--- src/verilog/aip_pkg.sv ---
/*
 * Constants, types and helpers for the converter's two-wire result and
 * configuration port. Assumes a 100 MHz system clock.
 */
// Contract
// - Address then direction bit; 1 means read
// - Answer only own pin-selected address
// - Address during conversion gets NAK
// - Address after conversion gets ACK
// - Shift 16 result bits after falling SCL
// - Read ends after 16 bits and two ACK slots, or START/STOP
// - Result sent most significant bit first
// - Differential: offset binary, clamped both ends
// - Single-ended: straight binary, clamped both ends
// - Write carries four bits: enables, speed, sleep
// - First enable bit on first rise after ACK
// - Settings change only for enables 1,0
// - Single-ended speed: 60Hz plain, 30Hz calibrated
// - Differential always 60Hz with calibration
// - Sleep set: reference off after next conversion
// - Reference powers up on address acknowledge
// - Completed read starts a new conversion
// - Read address, ACK, STOP restarts conversion
// - Idle after conversion until acknowledged transfer
// - Result MSB presented on entering transfer
// - Reset clears settings, then converts at once
package aip_pkg;

    localparam int unsigned CLK_HZ       = 100_000_000;
    localparam int unsigned RATE_FAST_HZ = 60;
    localparam int unsigned RATE_SLOW_HZ = 30;
    localparam int unsigned CONV_FAST_CYC = CLK_HZ / RATE_FAST_HZ;
    localparam int unsigned CONV_SLOW_CYC = CLK_HZ / RATE_SLOW_HZ;
    localparam int unsigned CONV_CNT_W    = 22;

    localparam logic [6:0] ADDR_SEL_HIGH = 7'h14;
    localparam logic [6:0] ADDR_SEL_LOW  = 7'h54;

    localparam int unsigned RES_W       = 16;
    localparam logic [16:0] CODE_MID    = 17'h08000;
    localparam logic [16:0] CODE_MAX    = 17'h0FFFF;
    localparam logic [4:0] RD_SLOT_ACK1 = 5'h08;
    localparam logic [4:0] RD_SLOT_LAST = 5'h11;
    localparam logic [3:0] ADDR_BITS    = 4'h8;
    localparam logic [2:0] WR_BITS      = 3'h4;

    localparam logic [3:0] OFS_CFG    = 4'h0;
    localparam logic [3:0] OFS_STATUS = 4'h4;
    localparam logic [3:0] OFS_RESULT = 4'h8;
    localparam int unsigned CFG_DIFF_BIT  = 0;
    localparam int unsigned ST_BUSY_BIT   = 0;
    localparam int unsigned ST_REF_BIT    = 1;
    localparam int unsigned ST_RATE_BIT   = 2;
    localparam int unsigned ST_SLEEP_BIT  = 3;
    localparam int unsigned ST_CALIB_BIT  = 4;
    localparam logic CFG_DIFF_RST = 1'b0;

    typedef struct packed {
        logic rate_select_bit;
        logic reference_sleep_bit;
    } aip_cfg_t;

    localparam aip_cfg_t SETTINGS_RST = '{rate_select_bit: 1'b0, reference_sleep_bit: 1'b0};

    typedef enum logic [5:0] {
        S_IDLE = 6'b000001,
        S_ADDR = 6'b000010,
        S_ACK  = 6'b000100,
        S_RD   = 6'b001000,
        S_WR   = 6'b010000,
        S_IGN  = 6'b100000
    } aip_state_t;

endpackage

--- src/verilog/aip_top.sv ---
/*
 * Two-wire slave port of a 16-bit converter: address match, ACK/NAK by
 * conversion state, result shift-out, four-bit configuration write,
 * conversion timer and reference power control, plus a Wishbone status
 * slave. Assumes open-drain SCL/SDA resolved outside; SCL is sampled.
 */
`timescale 1ns/1ps
module aip_top #(
    parameter int unsigned CONV_FAST = aip_pkg::CONV_FAST_CYC,
    parameter int unsigned CONV_SLOW = aip_pkg::CONV_SLOW_CYC
) (
    input  wire logic        clk_i,        // System clock
    input  wire logic        rst_i,        // Synchronous reset, high
    input  wire logic        scl_i,        // Serial clock pin
    input  wire logic        sda_i,        // Serial data pin level
    output logic             sda_o,        // Serial data drive value
    output logic             sda_oe_o,     // Pull SDA low when high
    input  wire logic        addr_sel_i,   // Address select pin
    input  wire logic [17:0] sample_i,     // Signed modulator value, LSBs
    output logic             ref_power_o,  // Reference powered
    output logic             conv_busy_o,  // Conversion running
    output logic             calib_en_o,   // Background calibration on
    input  wire logic        wb_cyc_i,     // Wishbone cycle
    input  wire logic        wb_stb_i,     // Wishbone strobe
    input  wire logic        wb_we_i,      // Wishbone write
    input  wire logic [3:0]  wb_adr_i,     // Wishbone byte address
    input  wire logic [3:0]  wb_sel_i,     // Wishbone byte lanes
    input  wire logic [31:0] wb_dat_i,     // Wishbone write data
    output logic [31:0]      wb_dat_o,     // Wishbone read data
    output logic             wb_ack_o      // Wishbone acknowledge
);

    // Clamp and encode the modulator value
    function automatic logic [15:0] fmt_code(input logic [17:0] s, input logic diff);
        logic signed [18:0] v;
        v = $signed({s[17], s});
        if (diff) begin
            v = v + $signed({2'b00, aip_pkg::CODE_MID});
        end
        if (v < 0) begin
            fmt_code = 16'h0000;
        end else if (v > $signed({2'b00, aip_pkg::CODE_MAX})) begin
            fmt_code = 16'hFFFF;
        end else begin
            fmt_code = v[15:0];
        end
    endfunction

    logic       scl_s1_r, scl_s2_r, scl_s3_r;
    logic       sda_s1_r, sda_s2_r, sda_s3_r;
    logic       asel_s1_r, asel_s2_r;
    logic       scl_rise, scl_fall, start_det, stop_det;

    aip_pkg::aip_state_t st_r;
    logic [7:0]  addr_sh_r;
    logic [3:0]  bit_cnt_r;
    logic [4:0]  rd_slot_r;
    logic [15:0] out_sh_r;
    logic        oe_r;
    logic        rw_r;
    logic [2:0]  wr_cnt_r;
    logic [3:0]  wr_word_r;
    logic [6:0]  own_addr;
    logic        addr_done, addr_hit, read_done, xfer_end, wr_apply;

    logic        busy_r;
    logic [aip_pkg::CONV_CNT_W-1:0] conv_cnt_r;
    logic [aip_pkg::CONV_CNT_W-1:0] conv_len;
    logic        conv_done;
    logic [15:0] result_r;
    logic        ref_on_r;
    aip_pkg::aip_cfg_t cfg_r;
    logic        diff_r;
    logic        wb_req;

    // Pin synchronisers
    always_ff @(posedge clk_i) begin
        scl_s1_r  <= scl_i;
        scl_s2_r  <= scl_s1_r;
        scl_s3_r  <= scl_s2_r;
        sda_s1_r  <= sda_i;
        sda_s2_r  <= sda_s1_r;
        sda_s3_r  <= sda_s2_r;
        asel_s1_r <= addr_sel_i;
        asel_s2_r <= asel_s1_r;
    end

    assign scl_rise  = scl_s2_r & ~scl_s3_r;
    assign scl_fall  = ~scl_s2_r & scl_s3_r;
    assign start_det = scl_s2_r & scl_s3_r & ~sda_s2_r & sda_s3_r;
    assign stop_det  = scl_s2_r & scl_s3_r & sda_s2_r & ~sda_s3_r;

    // Pin high selects the low address
    assign own_addr  = asel_s2_r ? aip_pkg::ADDR_SEL_HIGH : aip_pkg::ADDR_SEL_LOW;
    assign addr_done = (st_r == aip_pkg::S_ADDR) && scl_fall && (bit_cnt_r == aip_pkg::ADDR_BITS);
    assign addr_hit  = addr_done && (addr_sh_r[7:1] == own_addr);
    assign read_done = (st_r == aip_pkg::S_RD) && scl_fall
                       && (rd_slot_r == aip_pkg::RD_SLOT_LAST);
    // Any end of an acknowledged transfer
    assign xfer_end  = read_done
                       || ((stop_det || start_det)
                           && (st_r == aip_pkg::S_RD || st_r == aip_pkg::S_WR
                               || st_r == aip_pkg::S_ACK));
    // Three bits in so far: enables in [2:1], rate in [0]; sleep is on the pin
    assign wr_apply  = (st_r == aip_pkg::S_WR) && scl_rise
                       && (wr_cnt_r == aip_pkg::WR_BITS - 3'h1)
                       && wr_word_r[2] && !wr_word_r[1];

    // Transfer state machine
    always_ff @(posedge clk_i) begin
        if (rst_i) begin
            st_r <= aip_pkg::S_IDLE;
        end else if (start_det) begin
            st_r <= aip_pkg::S_ADDR;
        end else if (stop_det) begin
            st_r <= aip_pkg::S_IDLE;
        end else begin
            case (st_r)
                aip_pkg::S_IDLE: st_r <= aip_pkg::S_IDLE;
                aip_pkg::S_ADDR: begin
                    if (addr_done) begin
                        st_r <= (addr_hit && !busy_r) ? aip_pkg::S_ACK : aip_pkg::S_IGN;
                    end
                end
                aip_pkg::S_ACK: begin
                    if (scl_fall) begin
                        st_r <= rw_r ? aip_pkg::S_RD : aip_pkg::S_WR;
                    end
                end
                aip_pkg::S_RD: begin
                    if (read_done) begin
                        st_r <= aip_pkg::S_IGN;
                    end
                end
                aip_pkg::S_WR:  st_r <= aip_pkg::S_WR;
                aip_pkg::S_IGN: st_r <= aip_pkg::S_IGN;
                default:        st_r <= aip_pkg::S_IDLE;
            endcase
        end
    end

    // Address and direction capture
    always_ff @(posedge clk_i) begin
        if (rst_i) begin
            addr_sh_r <= 8'h00;
            bit_cnt_r <= 4'h0;
            rw_r      <= 1'b0;
        end else if (start_det) begin
            addr_sh_r <= 8'h00;
            bit_cnt_r <= 4'h0;
        end else if (st_r == aip_pkg::S_ADDR && scl_rise && bit_cnt_r != aip_pkg::ADDR_BITS) begin
            addr_sh_r <= {addr_sh_r[6:0], sda_s2_r};
            bit_cnt_r <= bit_cnt_r + 4'h1;
        end else if (addr_done) begin
            rw_r <= addr_sh_r[0];
        end
    end

    // Result shift-out and SDA drive
    always_ff @(posedge clk_i) begin
        if (rst_i) begin
            oe_r      <= 1'b0;
            out_sh_r  <= 16'h0000;
            rd_slot_r <= 5'h00;
        end else if (start_det || stop_det) begin
            oe_r <= 1'b0;
        end else if (addr_done) begin
            oe_r <= addr_hit && !busy_r;
        end else if (st_r == aip_pkg::S_ACK && scl_fall) begin
            out_sh_r  <= result_r;
            rd_slot_r <= 5'h00;
            oe_r      <= rw_r && !result_r[15];
        end else if (st_r == aip_pkg::S_RD && scl_fall) begin
            rd_slot_r <= rd_slot_r + 5'h01;
            if (rd_slot_r + 5'h01 == aip_pkg::RD_SLOT_ACK1
                || rd_slot_r == aip_pkg::RD_SLOT_LAST - 5'h01) begin
                oe_r <= 1'b0;
            end else if (rd_slot_r == aip_pkg::RD_SLOT_LAST) begin
                oe_r <= 1'b0;
            end else begin
                out_sh_r <= {out_sh_r[14:0], 1'b0};
                oe_r     <= !out_sh_r[14];
            end
        end
    end

    assign sda_o    = 1'b0;
    assign sda_oe_o = oe_r;

    // Configuration word input
    always_ff @(posedge clk_i) begin
        if (rst_i) begin
            wr_cnt_r  <= 3'h0;
            wr_word_r <= 4'h0;
        end else if (st_r == aip_pkg::S_ACK) begin
            wr_cnt_r <= 3'h0;
        end else if (st_r == aip_pkg::S_WR && scl_rise && wr_cnt_r != aip_pkg::WR_BITS) begin
            wr_word_r <= {wr_word_r[2:0], sda_s2_r};
            wr_cnt_r  <= wr_cnt_r + 3'h1;
        end
    end

    always_ff @(posedge clk_i) begin
        if (rst_i) begin
            cfg_r <= aip_pkg::SETTINGS_RST;
        end else if (wr_apply) begin
            cfg_r.rate_select_bit     <= wr_word_r[0];
            cfg_r.reference_sleep_bit <= sda_s2_r;
        end
    end

    // Conversion timer
    assign conv_len  = (cfg_r.rate_select_bit && !diff_r)
                       ? CONV_SLOW[aip_pkg::CONV_CNT_W-1:0]
                       : CONV_FAST[aip_pkg::CONV_CNT_W-1:0];
    assign conv_done = busy_r && (conv_cnt_r >= conv_len - 1'b1);

    always_ff @(posedge clk_i) begin
        if (rst_i) begin
            busy_r     <= 1'b1;
            conv_cnt_r <= '0;
        end else if (xfer_end) begin
            busy_r     <= 1'b1;
            conv_cnt_r <= '0;
        end else if (conv_done) begin
            busy_r <= 1'b0;
        end else if (busy_r) begin
            conv_cnt_r <= conv_cnt_r + 1'b1;
        end
    end

    always_ff @(posedge clk_i) begin
        if (rst_i) begin
            result_r <= 16'h0000;
        end else if (conv_done) begin
            result_r <= fmt_code(sample_i, diff_r);
        end
    end

    // Reference power
    always_ff @(posedge clk_i) begin
        if (rst_i) begin
            ref_on_r <= 1'b1;
        end else if (addr_hit && !busy_r) begin
            ref_on_r <= 1'b1;
        end else if (conv_done && cfg_r.reference_sleep_bit) begin
            ref_on_r <= 1'b0;
        end
    end

    assign ref_power_o = ref_on_r;
    assign conv_busy_o = busy_r;
    assign calib_en_o  = diff_r || cfg_r.rate_select_bit;

    // Wishbone slave
    assign wb_req = wb_cyc_i && wb_stb_i && !wb_ack_o;

    always_ff @(posedge clk_i) begin
        if (rst_i) begin
            wb_ack_o <= 1'b0;
        end else begin
            wb_ack_o <= wb_req;
        end
    end

    always_ff @(posedge clk_i) begin
        if (rst_i) begin
            diff_r <= aip_pkg::CFG_DIFF_RST;
        end else if (wb_req && wb_we_i && wb_sel_i[0] && wb_adr_i == aip_pkg::OFS_CFG) begin
            diff_r <= wb_dat_i[aip_pkg::CFG_DIFF_BIT];
        end
    end

    always_ff @(posedge clk_i) begin
        if (rst_i) begin
            wb_dat_o <= 32'h00000000;
        end else if (wb_req && !wb_we_i) begin
            wb_dat_o <= 32'h00000000;
            case (wb_adr_i)
                aip_pkg::OFS_CFG: wb_dat_o[aip_pkg::CFG_DIFF_BIT] <= diff_r;
                aip_pkg::OFS_STATUS: begin
                    wb_dat_o[aip_pkg::ST_BUSY_BIT]  <= busy_r;
                    wb_dat_o[aip_pkg::ST_REF_BIT]   <= ref_on_r;
                    wb_dat_o[aip_pkg::ST_RATE_BIT]  <= cfg_r.rate_select_bit;
                    wb_dat_o[aip_pkg::ST_SLEEP_BIT] <= cfg_r.reference_sleep_bit;
                    wb_dat_o[aip_pkg::ST_CALIB_BIT] <= calib_en_o;
                end
                aip_pkg::OFS_RESULT: wb_dat_o[15:0] <= result_r;
                default: wb_dat_o <= 32'h00000000;
            endcase
        end
    end

    a_nak_busy: assert property (@(posedge clk_i) disable iff (rst_i)
        addr_done && busy_r |=> !sda_oe_o)
        else $error("Address acknowledged during conversion");

    a_ack_ready: assert property (@(posedge clk_i) disable iff (rst_i)
        addr_hit && !busy_r && !start_det && !stop_det |=> sda_oe_o && st_r == aip_pkg::S_ACK)
        else $error("Finished conversion not acknowledged");

    a_ack_own_addr: assert property (@(posedge clk_i) disable iff (rst_i)
        st_r == aip_pkg::S_ACK |-> addr_sh_r[7:1] == own_addr)
        else $error("Acknowledged a foreign address");

    a_msb_first: assert property (@(posedge clk_i) disable iff (rst_i)
        $rose(st_r == aip_pkg::S_RD) |-> sda_oe_o == !result_r[15])
        else $error("Result MSB not presented on entry");

    a_read_restart: assert property (@(posedge clk_i) disable iff (rst_i)
        read_done |=> busy_r && conv_cnt_r == '0 ##1 !sda_oe_o)
        else $error("Completed read did not restart conversion");

    a_stop_restart: assert property (@(posedge clk_i) disable iff (rst_i)
        stop_det && (st_r == aip_pkg::S_ACK || st_r == aip_pkg::S_RD)
        |=> busy_r && st_r == aip_pkg::S_IDLE)
        else $error("Stop after acknowledge did not restart");

    a_cfg_guard: assert property (@(posedge clk_i) disable iff (rst_i)
        !wr_apply |=> $stable(cfg_r))
        else $error("Settings changed without valid enables");

    a_sleep_ref: assert property (@(posedge clk_i) disable iff (rst_i)
        conv_done && cfg_r.reference_sleep_bit && !addr_hit |=> !ref_power_o)
        else $error("Reference stayed on in sleep mode");

    a_wake_ref: assert property (@(posedge clk_i) disable iff (rst_i)
        addr_hit && !busy_r |=> ref_power_o [*2])
        else $error("Reference not powered on acknowledge");

    a_diff_rate: assert property (@(posedge clk_i) disable iff (rst_i)
        diff_r |-> calib_en_o && conv_len == CONV_FAST[aip_pkg::CONV_CNT_W-1:0])
        else $error("Differential mode not at fast calibrated rate");

    a_reset_conv: assert property (@(posedge clk_i) disable iff (rst_i)
        $past(rst_i) |-> busy_r && cfg_r == aip_pkg::SETTINGS_RST)
        else $error("Reset did not clear settings and start conversion");

    a_oe_phase: assert property (@(posedge clk_i) disable iff (rst_i)
        sda_oe_o |-> st_r == aip_pkg::S_ACK || st_r == aip_pkg::S_RD)
        else $error("SDA pulled outside acknowledge or result phase");

endmodule

--- config.mk ---
export PLATFORM = sky130hd
export DESIGN_NAME = aip_top
export DESIGN_NICKNAME = d
export VERILOG_FILES = /design/src/verilog/aip_pkg.sv /design/src/verilog/aip_top.sv
export SDC_FILE = /design/constraint.sdc
export NUM_CORES = 1
export LEC_CHECK = 0
export BUFFER_PORTS_ARGS = -buffer_cell sky130_fd_sc_hd__buf_2
export CAP_MARGIN = 20
export CORE_ASPECT_RATIO = 0.75
export CORE_MARGIN = 2
export CORE_UTILIZATION = 50
export DETAILED_ROUTE_END_ITERATION = 8
export PLACE_DENSITY = 0.76
export SLEW_MARGIN = 0
export SYNTH_ARGS = -nofsm -noshare
export SYNTH_HDL_FRONTEND = slang
export SYNTH_SLANG_ARGS = --single-unit
--- constraint.sdc ---
create_clock -name clk_i -period 3 [get_ports clk_i]
set_input_delay 0.9 -clock clk_i [delete_from_list [all_inputs] [get_ports clk_i]]
set_output_delay 0.9 -clock clk_i [all_outputs]
set_load 0.05 [all_outputs]
==> results of run 1 <==
-- Yosys cell counts, types with 9 or more instances --
master,number
mux2i_1,18
dfxtp_1,114
nand2b_1,23
clkbuf_1,26
nand3_1,40
and3_1,9
o21ai_0,34
nand4_1,12
a2111oi_0,9
nand2_1,37
buf_4,19
inv_1,26
ha_1,25
nor2_1,80
xor2_1,18
nor3_1,23
a21oi_1,33
o211ai_1,17
-- area by class of cell --
cell class | instances | share of cell area, %
multi-input cells | 479 | 46.2
flip-flops and latches | 114 | 35.0
clock buffers | 17 | 6.53
repair buffers | 66 | 5.61
well taps | 140 | 2.69
clock inverters | 15 | 2.42
inverters | 26 | 1.50
-- final timing paths --
path             from             end  slack (ns)  cells after the start
max          cfg_r[1]  conv_cnt_r[21]        0.07                      9
min          sda_s1_r        sda_s2_r        0.33                      0
max reg2reg  cfg_r[1]  conv_cnt_r[21]        0.07                      9
min reg2reg  sda_s1_r        sda_s2_r        0.33                      0
-- stage by stage --
step                cell area, sq um  hold slack (ns)  worst slack [ns]  total power, uW
floorplan                       5630            0.310             0.114             1690
global placement                5910            0.314             0.319             1710
detailed placement              5910            0.316             0.212             1720
CTS                             6490            0.328             0.123             3670
global route                    6520            0.338           -0.0815             3760
finish                          6520            0.327            0.0678             3650
-- kinds of logic (layout without fill, tap and decap cells) --
family	count (synthesis)	in the layout
buffers and inverters	76	124
flip-flops	114	114
AND/OR/NAND/NOR	265	265
adder cells (fa/ha/maj)	25	25
other	1	17
multiplexers	18	18
XOR/XNOR	26	26
AO/OA/AOI/OAI	128	128
-- registers in the layout, summed over array words and instances, names as in the netlist, 2 cells and up --
signal / cells
addr_sh_r: 8
bit_cnt_r: 4
cfg_r: 2
conv_cnt_r: 22
out_sh_r: 15
rd_slot_r: 5
result_r: 16
st_r: 6
wb_dat_o: 16
wr_cnt_r: 3
wr_word_r: 3
-- power groups by stage --
stage	clock network, uW	logic, uW	registers [uW]
2_1_floorplan	0	127	1570
3_3_place_gp	0	145	1570
3_5_place_dp	0	149	1570
4_1_cts	1980	150	1540
5_1_grt	2060	163	1540
6_report	1960	151	1540
-- layout by cell type (no fill, tap or decap), types with 18 or more instances in the layout --
cell and n:
dfxtp_1 114, nor2_1 80, buf_2 52, nand3_1 40, nand2_1 37, o21ai_0 34, a21oi_1 33, inv_1 26
ha_1 25, nand2b_1 23, nor3_1 23, xor2_1 18, mux2i_1 18
-- routing by layer --
metal  routed length, um  part of all wire, %
met1                6040                   48
met2                5590                   45
met3                 761                  6.1
met4                 120                 0.96
met5                   0                    0
==> impl_metrics.env, run 1 <==
export IMPL_drtAntennaViolNets=0
export IMPL_p_sw_uw=860
export IMPL_grt_pass1_vias=4409
export IMPL_rsz0062_at_grt="true"
export IMPL_synth_xor_xnor_area_share_pct=4.09
export IMPL_arrival_ns=3.27
export IMPL_seq_area_frac_synth_pct=41.0
export IMPL_grt_overflow_total=0
export IMPL_yosys_area_share_simple_pct=23.9
export IMPL_portBuffers=52
export IMPL_critPathBufInv=1
export IMPL_post_route_util_pct=59.8
export IMPL_die_w_um=126
export IMPL_synth_warnings=0
export IMPL_cp_required_ns=3.34
export IMPL_fin_worst_skew_ns=0.00875
export IMPL_syn_area_sq_um=5570
export IMPL_path_clk_slew_ns=0.06
export IMPL_status="finished clean"
export IMPL_place_hpwl_mm=8.97
export IMPL_drt_pass1_iterations=5
export IMPL_clock_sinks=114
export IMPL_ios=104
export IMPL_cap_violations=0
export IMPL_endpoint_kind="flop"
export IMPL_leakagePower_uw=0.00261
export IMPL_dp_cells=825
export IMPL_final_max_slew_viol_count=0
export IMPL_synthMuxAreaShare_pct=3.24
export IMPL_met1_usage_pct=29.3
export IMPL_switching_share_pct=23.6
export IMPL_via_count=4796
export IMPL_wl_per_cell_um=14.6
export IMPL_synth_area_leaders="dfxtp_1 (41%), ha_1 (5.6%), nor2_1 (5.4%), nand3_1 (3.6%), mux2i_1 (3.2%)"
export IMPL_synth_avg_cell_area_sq_um=8.52
export IMPL_multi_input_area_sq_um=3010
export IMPL_synth_edf_count=0
export IMPL_diodes=0
export IMPL_period_share_pct=97.7
export IMPL_routed_via_density=5.60
export IMPL_layout_cells_non_filler=857
export IMPL_top_usage_layer="met2"
export IMPL_power_frac_comb_pct=4.1
export IMPL_drt_initial_drc_count=250
export IMPL_path_cells="nand2b_1 > inv_1 > ha_1 > a21oi_1 > nand3b_1 > a211oi_4 > nand2_1 > or4_1 > a21oi_1"
export IMPL_p_per_area_nw_per_um2=560
export IMPL_postSynthCellCount=653
export IMPL_synth_fa_ha_area_share_pct=5.62
export IMPL_numCtsBuffers=17
export IMPL_start_kind="flop"
export IMPL_gr_usage_met3_pct=5.27
export IMPL_min_path_type="flop to flop"
export IMPL_crit_slowest_cell="or4_1"
export IMPL_critPathTopFamily="simple AND/OR/NAND/NOR gates"
export IMPL_root_buffer="clkbuf_16"
export IMPL_synth_seq_cells=114
export IMPL_htree_levels=4
export IMPL_synth_top_area_share_pct=41.0
export IMPL_insertion_delay_ns=0.41
export IMPL_ir_drop_uv=510
export IMPL_synth_compound_area_share_pct=15.6
export IMPL_met2_usage_pct=33.5
export IMPL_seqPwrFrac_pct=42.1
export IMPL_finalSetupViolations=0
export IMPL_std_cell_rows=33
export IMPL_seq_area_sq_um=2280
export IMPL_drive_above_1_share_pct=15.9
export IMPL_drc=0
export IMPL_clockBufferDepth=2
export IMPL_core_area_sq_um=10900
export IMPL_hold_viol_final=0
export IMPL_clkPwrFrac_pct=53.8
export IMPL_fmax_mhz=341
export IMPL_synthArstFlopShare_pct=0
export IMPL_grt_util_all_layers_pct=21.4
export IMPL_p_int_uw=2790
export IMPL_grt_pass1_wl_mm=20.7
export IMPL_ctsHoldBuffers=0
export IMPL_post_cts_buffers=0
export IMPL_dieHeight_um=95.4
export IMPL_dieArea_sq_um=12000
export IMPL_crit_top_cell="a21oi_1"
export IMPL_synth_area_leader_cell="dfxtp_1"
export IMPL_grt_max_degree=50
export IMPL_finalSetupTns_ns=0
export IMPL_cts_resized=0
export IMPL_fin_nets=795
export IMPL_synthFlopType="dfxtp_1"
export IMPL_fin_crit_ns=2.93
export IMPL_n_fill_cell=919
export IMPL_syn2layout_area_growth_pct=17.0
export IMPL_synth_top_family_by_area="simple AND/OR/NAND/NOR gates"
export IMPL_cp_slowest_stage_delay_ns=0.50
export IMPL_cts_tree="built"
export IMPL_ys_types=55
export IMPL_worst_slew_pin_slew_ns=1.02
export IMPL_wl_mm=12.5
export IMPL_antenna_found_initial=0
export IMPL_start_util_pct=51.1
export IMPL_path_class="flop to flop"
export IMPL_critPathMaxFanout=6
export IMPL_gp_congestion=0.851
export IMPL_slew_headroom_pct=31.7
Power figures use the tool's default switching activity.
==> inputs of run 2 (changes only) <==
Settings changed: PLACE_DENSITY 0.76 to 0.85, SKIP_LAST_GASP from default to 1.
==> run 2 against run 1 <==
Combinational power is 4% higher. Global-route usage grew 1.3 points. Hold slack worse by 0.00059 ns. Critical path depth stayed put. Core utilization up 0.55 points. Critical endpoint is now conv_cnt_r[20]. Largest power group unchanged.
==> impl_metrics.env, run 2 (synthesized netlist as in run 1, its figures left out) <==
export IMPL_status="finished clean"
export IMPL_power_frac_comb_pct=4.1
export IMPL_min_path_type="flop to flop"
export IMPL_reg2reg_depth=9
export IMPL_finalSetupTns_ns=0
export IMPL_drt_pass1_iterations=5
export IMPL_finalSetupViolations=0
export IMPL_arrival_ns=3.16
export IMPL_n_fill_cell=862
export IMPL_cts_resized=0
export IMPL_p_sw_uw=868
export IMPL_top_register="conv_cnt_r"
export IMPL_fin_worst_skew_ns=0.00737
export IMPL_critPathMaxFanout=6
export IMPL_period_share_pct=94.2
export IMPL_p_per_area_nw_per_um2=587
export IMPL_hold_viol_final=0
export IMPL_drive_above_1_share_pct=16.3
export IMPL_clockBufferDepth=2
export IMPL_cts_tree="built"
export IMPL_dieHeight_um=95.4
export IMPL_final_max_slew_viol_count=0
export IMPL_largest_reg_flops=22
export IMPL_final_common_cell="dfxtp_1"
export IMPL_wl_per_cell_um=15.8
export IMPL_rr_endpoint="conv_cnt_r[20]"
export IMPL_met2_usage_pct=37.3
export IMPL_portBuffers=52
export IMPL_wl_mm=13.6
export IMPL_total_power_uw=3860
export IMPL_gp_congestion=0.863
export IMPL_fin_ws_ns=0.175
export IMPL_switching_share_pct=22.5
export IMPL_diodes=0
export IMPL_endpoint_kind="flop"
export IMPL_start_kind="flop"
export IMPL_worst_slew_pin_slew_ns=0.807
export IMPL_via_count=5115
export IMPL_min_to="sda_s2_r"
export IMPL_drc=0
export IMPL_grt_max_degree=37
export IMPL_grt_pass1_wl_mm=22.2
export IMPL_die_w_um=126
export IMPL_seqPwrFrac_pct=39.8
export IMPL_reg2reg_from="cfg_r[1]"
export IMPL_fin_nets=798
export IMPL_met1_usage_pct=28.4
export IMPL_min_delay_path_depth=0
export IMPL_grt_overflow_total=0
export IMPL_insertion_delay_ns=0.40
export IMPL_routed_via_density=5.95
export IMPL_slew_headroom_pct=46.1
export IMPL_post_cts_buffers=0
export IMPL_antenna_found_initial=0
export IMPL_gr_usage_met3_pct=5.56
export IMPL_most_common_layout_cells="dfxtp_1 (114), nor2_1 (80), buf_2 (52)"
export IMPL_htree_levels=4
export IMPL_numCtsBuffers=17
export IMPL_fin_crit_ns=2.83
export IMPL_dieArea_sq_um=12000
export IMPL_cp_required_ns=3.33
export IMPL_path_clk_slew_ns=0.06
export IMPL_path_class="flop to flop"
export IMPL_core_area_sq_um=10900
export IMPL_reg_top3="conv_cnt_r: 22 flops, result_r: 16 flops, wb_dat_o: 16 flops"
export IMPL_std_cell_rows=33
export IMPL_place_hpwl_mm=9.14
export IMPL_clkPwrFrac_pct=56.1
export IMPL_cap_violations=0
export IMPL_ios=104
export IMPL_p_int_uw=2990
export IMPL_place_ws_ns=0.230
export IMPL_start_util_pct=51.1
export IMPL_clock_sinks=114
export IMPL_drt_initial_drc_count=380
export IMPL_min_from="sda_s1_r"
export IMPL_top_usage_layer="met2"
export IMPL_drtAntennaViolNets=0
export IMPL_rsz0062_at_grt="false"
export IMPL_fmax_mhz=354
export IMPL_grt_util_all_layers_pct=22.7
export IMPL_syn2layout_area_growth_pct=18.1
export IMPL_leakagePower_uw=0.00266
export IMPL_grt_pass1_vias=4842
export IMPL_root_buffer="clkbuf_16"
export IMPL_ir_drop_uv=506
export IMPL_ff2ff_setup_slack_ns=0.17
export IMPL_ctsHoldBuffers=0
[run 2: cell count changes in the layout (fill, tap and decap cells not counted), sizes merged]
| cell | change |
|---|---|
| buf | +3 |
| bufinv | +2 |
| clkbuf | +1 |
| clkinv | -2 |
| clkinvlp | -2 |
| inv | +1 |
[run 2: worst max-delay path by stage]
stage,from,to,slack [ns]
after CTS,cfg_r[1],conv_cnt_r[21],0.21
after global routing,cfg_r[1],conv_cnt_r[20],0.04
after floorplan,diff_r,result_r[4],0.11
final,cfg_r[1],conv_cnt_r[20],0.17
after detailed placement,cfg_r[1],conv_cnt_r[21],0.23
after global placement,cfg_r[1],conv_cnt_r[21],0.34
[run 2: metal layers]
metal  vias up  share of wire (%)
met5         -                  0
met3        36                8.3
li1       2396                  -
met4         0                2.0
met2       258                 48
met1      2425                 42
[run 2: through the flow]
stage	std cells	hold WS [ns]	util [%]	area, sq um
3_5_place_dp	827	0.316	54.4	5930
5_1_grt	860	0.334	60.3	6580
4_1_cts	859	0.329	60.3	6570
6_report	860	0.326	60.3	6580
3_3_place_gp	826	0.319	54.3	5920
2_1_floorplan	669	0.310	-	5630
[run 2: power by group through the flow]
stage	Combinational (uW)	Clock (uW)	Sequential, uW
after CTS	154	2180	1540
after floorplan	127	0	1570
final	157	2170	1540
after global placement	147	0	1570
after detailed placement	152	0	1570
after global routing	168	2250	1540
[run 2: critical path: stages, from the launching register on]
cell,delay (ns)
dfxtp_1,0.39
nand2b_1,0.10
inv_1,0.19
ha_1,0.29
a21oi_1,0.27
nand3b_1,0.25
a211oi_2,0.52
nand2_1,0.20
or3_1,0.39
a21oi_1,0.15
[run 2: area by class of cell]
type | count | area (sq um) | area share (%)
clock buffers | 18 | 439 | 6.68
clock inverters | 14 | 201 | 3.06
inverters | 26 | 97.6 | 1.48
multi-input cells | 479 | 2990 | 45.5
flip-flops and latches | 114 | 2280 | 34.7
well taps | 140 | 175 | 2.66
repair buffers | 69 | 388 | 5.90
==> inputs of run 3 (changes only) <==
Settings changed: CTS_BUF_LIST from default to sky130_fd_sc_hd__clkbuf_2.
==> run 3 against run 2 <==
Register-to-register slack got worse by 0.03 ns. Via count down 2.4%. Hold slack better by 0.010 ns. Count of clock-buffer cells in the layout shrank 1. Critical path type unchanged. Core utilization down 3.1 points. Sequential share of layout area increased by 1.9 points. Largest cell class unchanged. Die area unchanged. Cell area decreased by 5.2%.
==> impl_metrics.env, run 3 (synthesized netlist as in run 1, its figures left out) <==
export IMPL_status="finished clean"
export IMPL_grt_pass1_vias=4570
export IMPL_switching_share_pct=26.2
export IMPL_leakagePower_uw=0.00252
export IMPL_std_cell_rows=33
export IMPL_min_path_type="input port to flop"
export IMPL_min_delay_path_depth=1
export IMPL_diodes=0
export IMPL_reg_top3="conv_cnt_r: 22 flops, result_r: 16 flops, wb_dat_o: 16 flops"
export IMPL_start_kind="flop"
export IMPL_power_frac_comb_pct=5.4
export IMPL_fmax_mhz=350
export IMPL_grt_pass1_wl_mm=20.9
export IMPL_drive_above_1_share_pct=16.1
export IMPL_p_int_uw=2130
export IMPL_path_clk_slew_ns=0.18
export IMPL_routed_via_density=5.81
export IMPL_grt_overflow_total=0
export IMPL_largest_reg_flops=22
export IMPL_top_register="conv_cnt_r"
export IMPL_portBuffers=52
export IMPL_ir_drop_uv=369
export IMPL_path_class="flop to flop"
export IMPL_wl_per_cell_um=14.9
export IMPL_htree_levels=4
export IMPL_total_power_uw=2880
export IMPL_most_common_layout_cells="dfxtp_1 (114), nor2_1 (80), buf_2 (52)"
export IMPL_wl_met1_mm=5.66
export IMPL_numCtsBuffers=17
export IMPL_cp_required_ns=3.57
export IMPL_gp_congestion=0.863
export IMPL_drtAntennaViolNets=0
export IMPL_rsz0062_at_grt="true"
export IMPL_via_count=4993
export IMPL_drt_initial_drc_count=430
export IMPL_worst_slew_pin_slew_ns=0.810
export IMPL_insertion_delay_ns=0.66
export IMPL_place_hpwl_mm=9.14
export IMPL_cap_violations=0
export IMPL_final_common_cell="dfxtp_1"
export IMPL_arrival_ns=3.43
export IMPL_dieArea_sq_um=12000
export IMPL_critPathMaxFanout=6
export IMPL_top_layer_used="met4"
export IMPL_antenna_found_initial=0
export IMPL_drc=0
export IMPL_clockBufferDepth=2
export IMPL_die_w_um=126
export IMPL_core_area_sq_um=10900
export IMPL_p_sw_uw=753
export IMPL_seqPwrFrac_pct=53.4
export IMPL_hold_viol_final=0
export IMPL_syn2layout_area_growth_pct=12.0
export IMPL_period_share_pct=95.1
export IMPL_clock_sinks=114
export IMPL_final_max_slew_viol_count=0
export IMPL_drt_pass1_iterations=6
export IMPL_reg2reg_depth=9
export IMPL_finalSetupViolations=0
export IMPL_fin_area_sq_um=6230
export IMPL_cts_tree="built"
export IMPL_fin_worst_skew_ns=0.0339
export IMPL_post_route_util_pct=57.2
export IMPL_dr_wl_met2_mm=5.99
export IMPL_p_per_area_nw_per_um2=462
export IMPL_fin_crit_ns=2.85
export IMPL_grt_max_degree=37
export IMPL_fin_nets=798
export IMPL_placed_area_sq_um=5930
export IMPL_post_cts_buffers=0
export IMPL_ios=104
export IMPL_ff2ff_setup_slack_ns=0.15
export IMPL_clkPwrFrac_pct=41.2
export IMPL_wl_met3_um=947
export IMPL_dieHeight_um=95.4
export IMPL_layout_cells_non_filler=860
export IMPL_n_fill_cell=935
export IMPL_slew_headroom_pct=45.9
export IMPL_wl_mm=12.8
export IMPL_start_util_pct=51.1
export IMPL_root_buffer="clkbuf_2"
export IMPL_grt_util_all_layers_pct=21.1
export IMPL_endpoint_kind="flop"
export IMPL_dp_cells=827
run 3: changes by cell type in the layout (fill, tap and decap cells not counted):
cell,change
clkbuf_16,-17
clkbuf_2,+17
clkbuf_8,-1
clkinv_1,+1
a211oi_2,-1
a211oi_4,+1
run 3: metal layers:
metal / up-vias / track usage [%]
met2: 229 / 35.0
met5: - / 0
li1: 2381 / -
met4: 0 / 6.78
met3: 32 / 4.60
met1: 2351 / 27.9
run 3: critical path, stage by stage (launching register included):
cell,delay (ns)
dfxtp_1,0.42
nand2b_1,0.10
inv_1,0.20
ha_1,0.29
a21oi_1,0.27
nand3b_1,0.27
a211oi_4,0.37
nand2_1,0.18
or4_1,0.52
a21oi_1,0.15
run 3: final cells by class:
| class | instances | area (sq um) | share of cell area (%) |
|---|---|---|---|
| clock buffers | 17 | 85.1 | 1.37 |
| clock inverters | 15 | 205 | 3.29 |
| inverters | 26 | 97.6 | 1.57 |
| repair buffers | 69 | 388 | 6.22 |
| flip-flops and latches | 114 | 2280 | 36.6 |
| well taps | 140 | 175 | 2.81 |
| multi-input cells | 479 | 3000 | 48.1 |
run 3: final timing paths:
check | from | to
setup reg to reg | cfg_r[1] | conv_cnt_r[21]
setup / recovery | cfg_r[1] | conv_cnt_r[21]
hold / removal | scl_i | scl_s1_r
hold reg to reg | sda_s1_r | sda_s2_r
run 3: power groups by stage:
stage | logic [uW] | registers, uW | clock network [uW]
3_5_place_dp | 152 | 1570 | 0
2_1_floorplan | 127 | 1570 | 0
4_1_cts | 153 | 1540 | 1210
5_1_grt | 167 | 1540 | 1260
3_3_place_gp | 147 | 1570 | 0
6_report | 156 | 1540 | 1190
run 3: per-stage QoR:
| stage | setup WS [ns] | setup TNS (ns) | hold WS [ns] |
|---|---|---|---|
| floorplan | 0.114 | 0 | 0.310 |
| finish | 0.146 | 0 | 0.337 |
| detailed placement | 0.230 | 0 | 0.316 |
| CTS | 0.152 | 0 | 0.285 |
| global route | -0.0189 | -0.0614 | 0.264 |
| global placement | 0.345 | 0 | 0.319 |
run 3: what timing repair did:
item	4_1_cts	5_1_grt
hold buffers	0	0
resized for setup	0	1
setup endpoints to repair	0	1
hold endpoints to repair	0	0
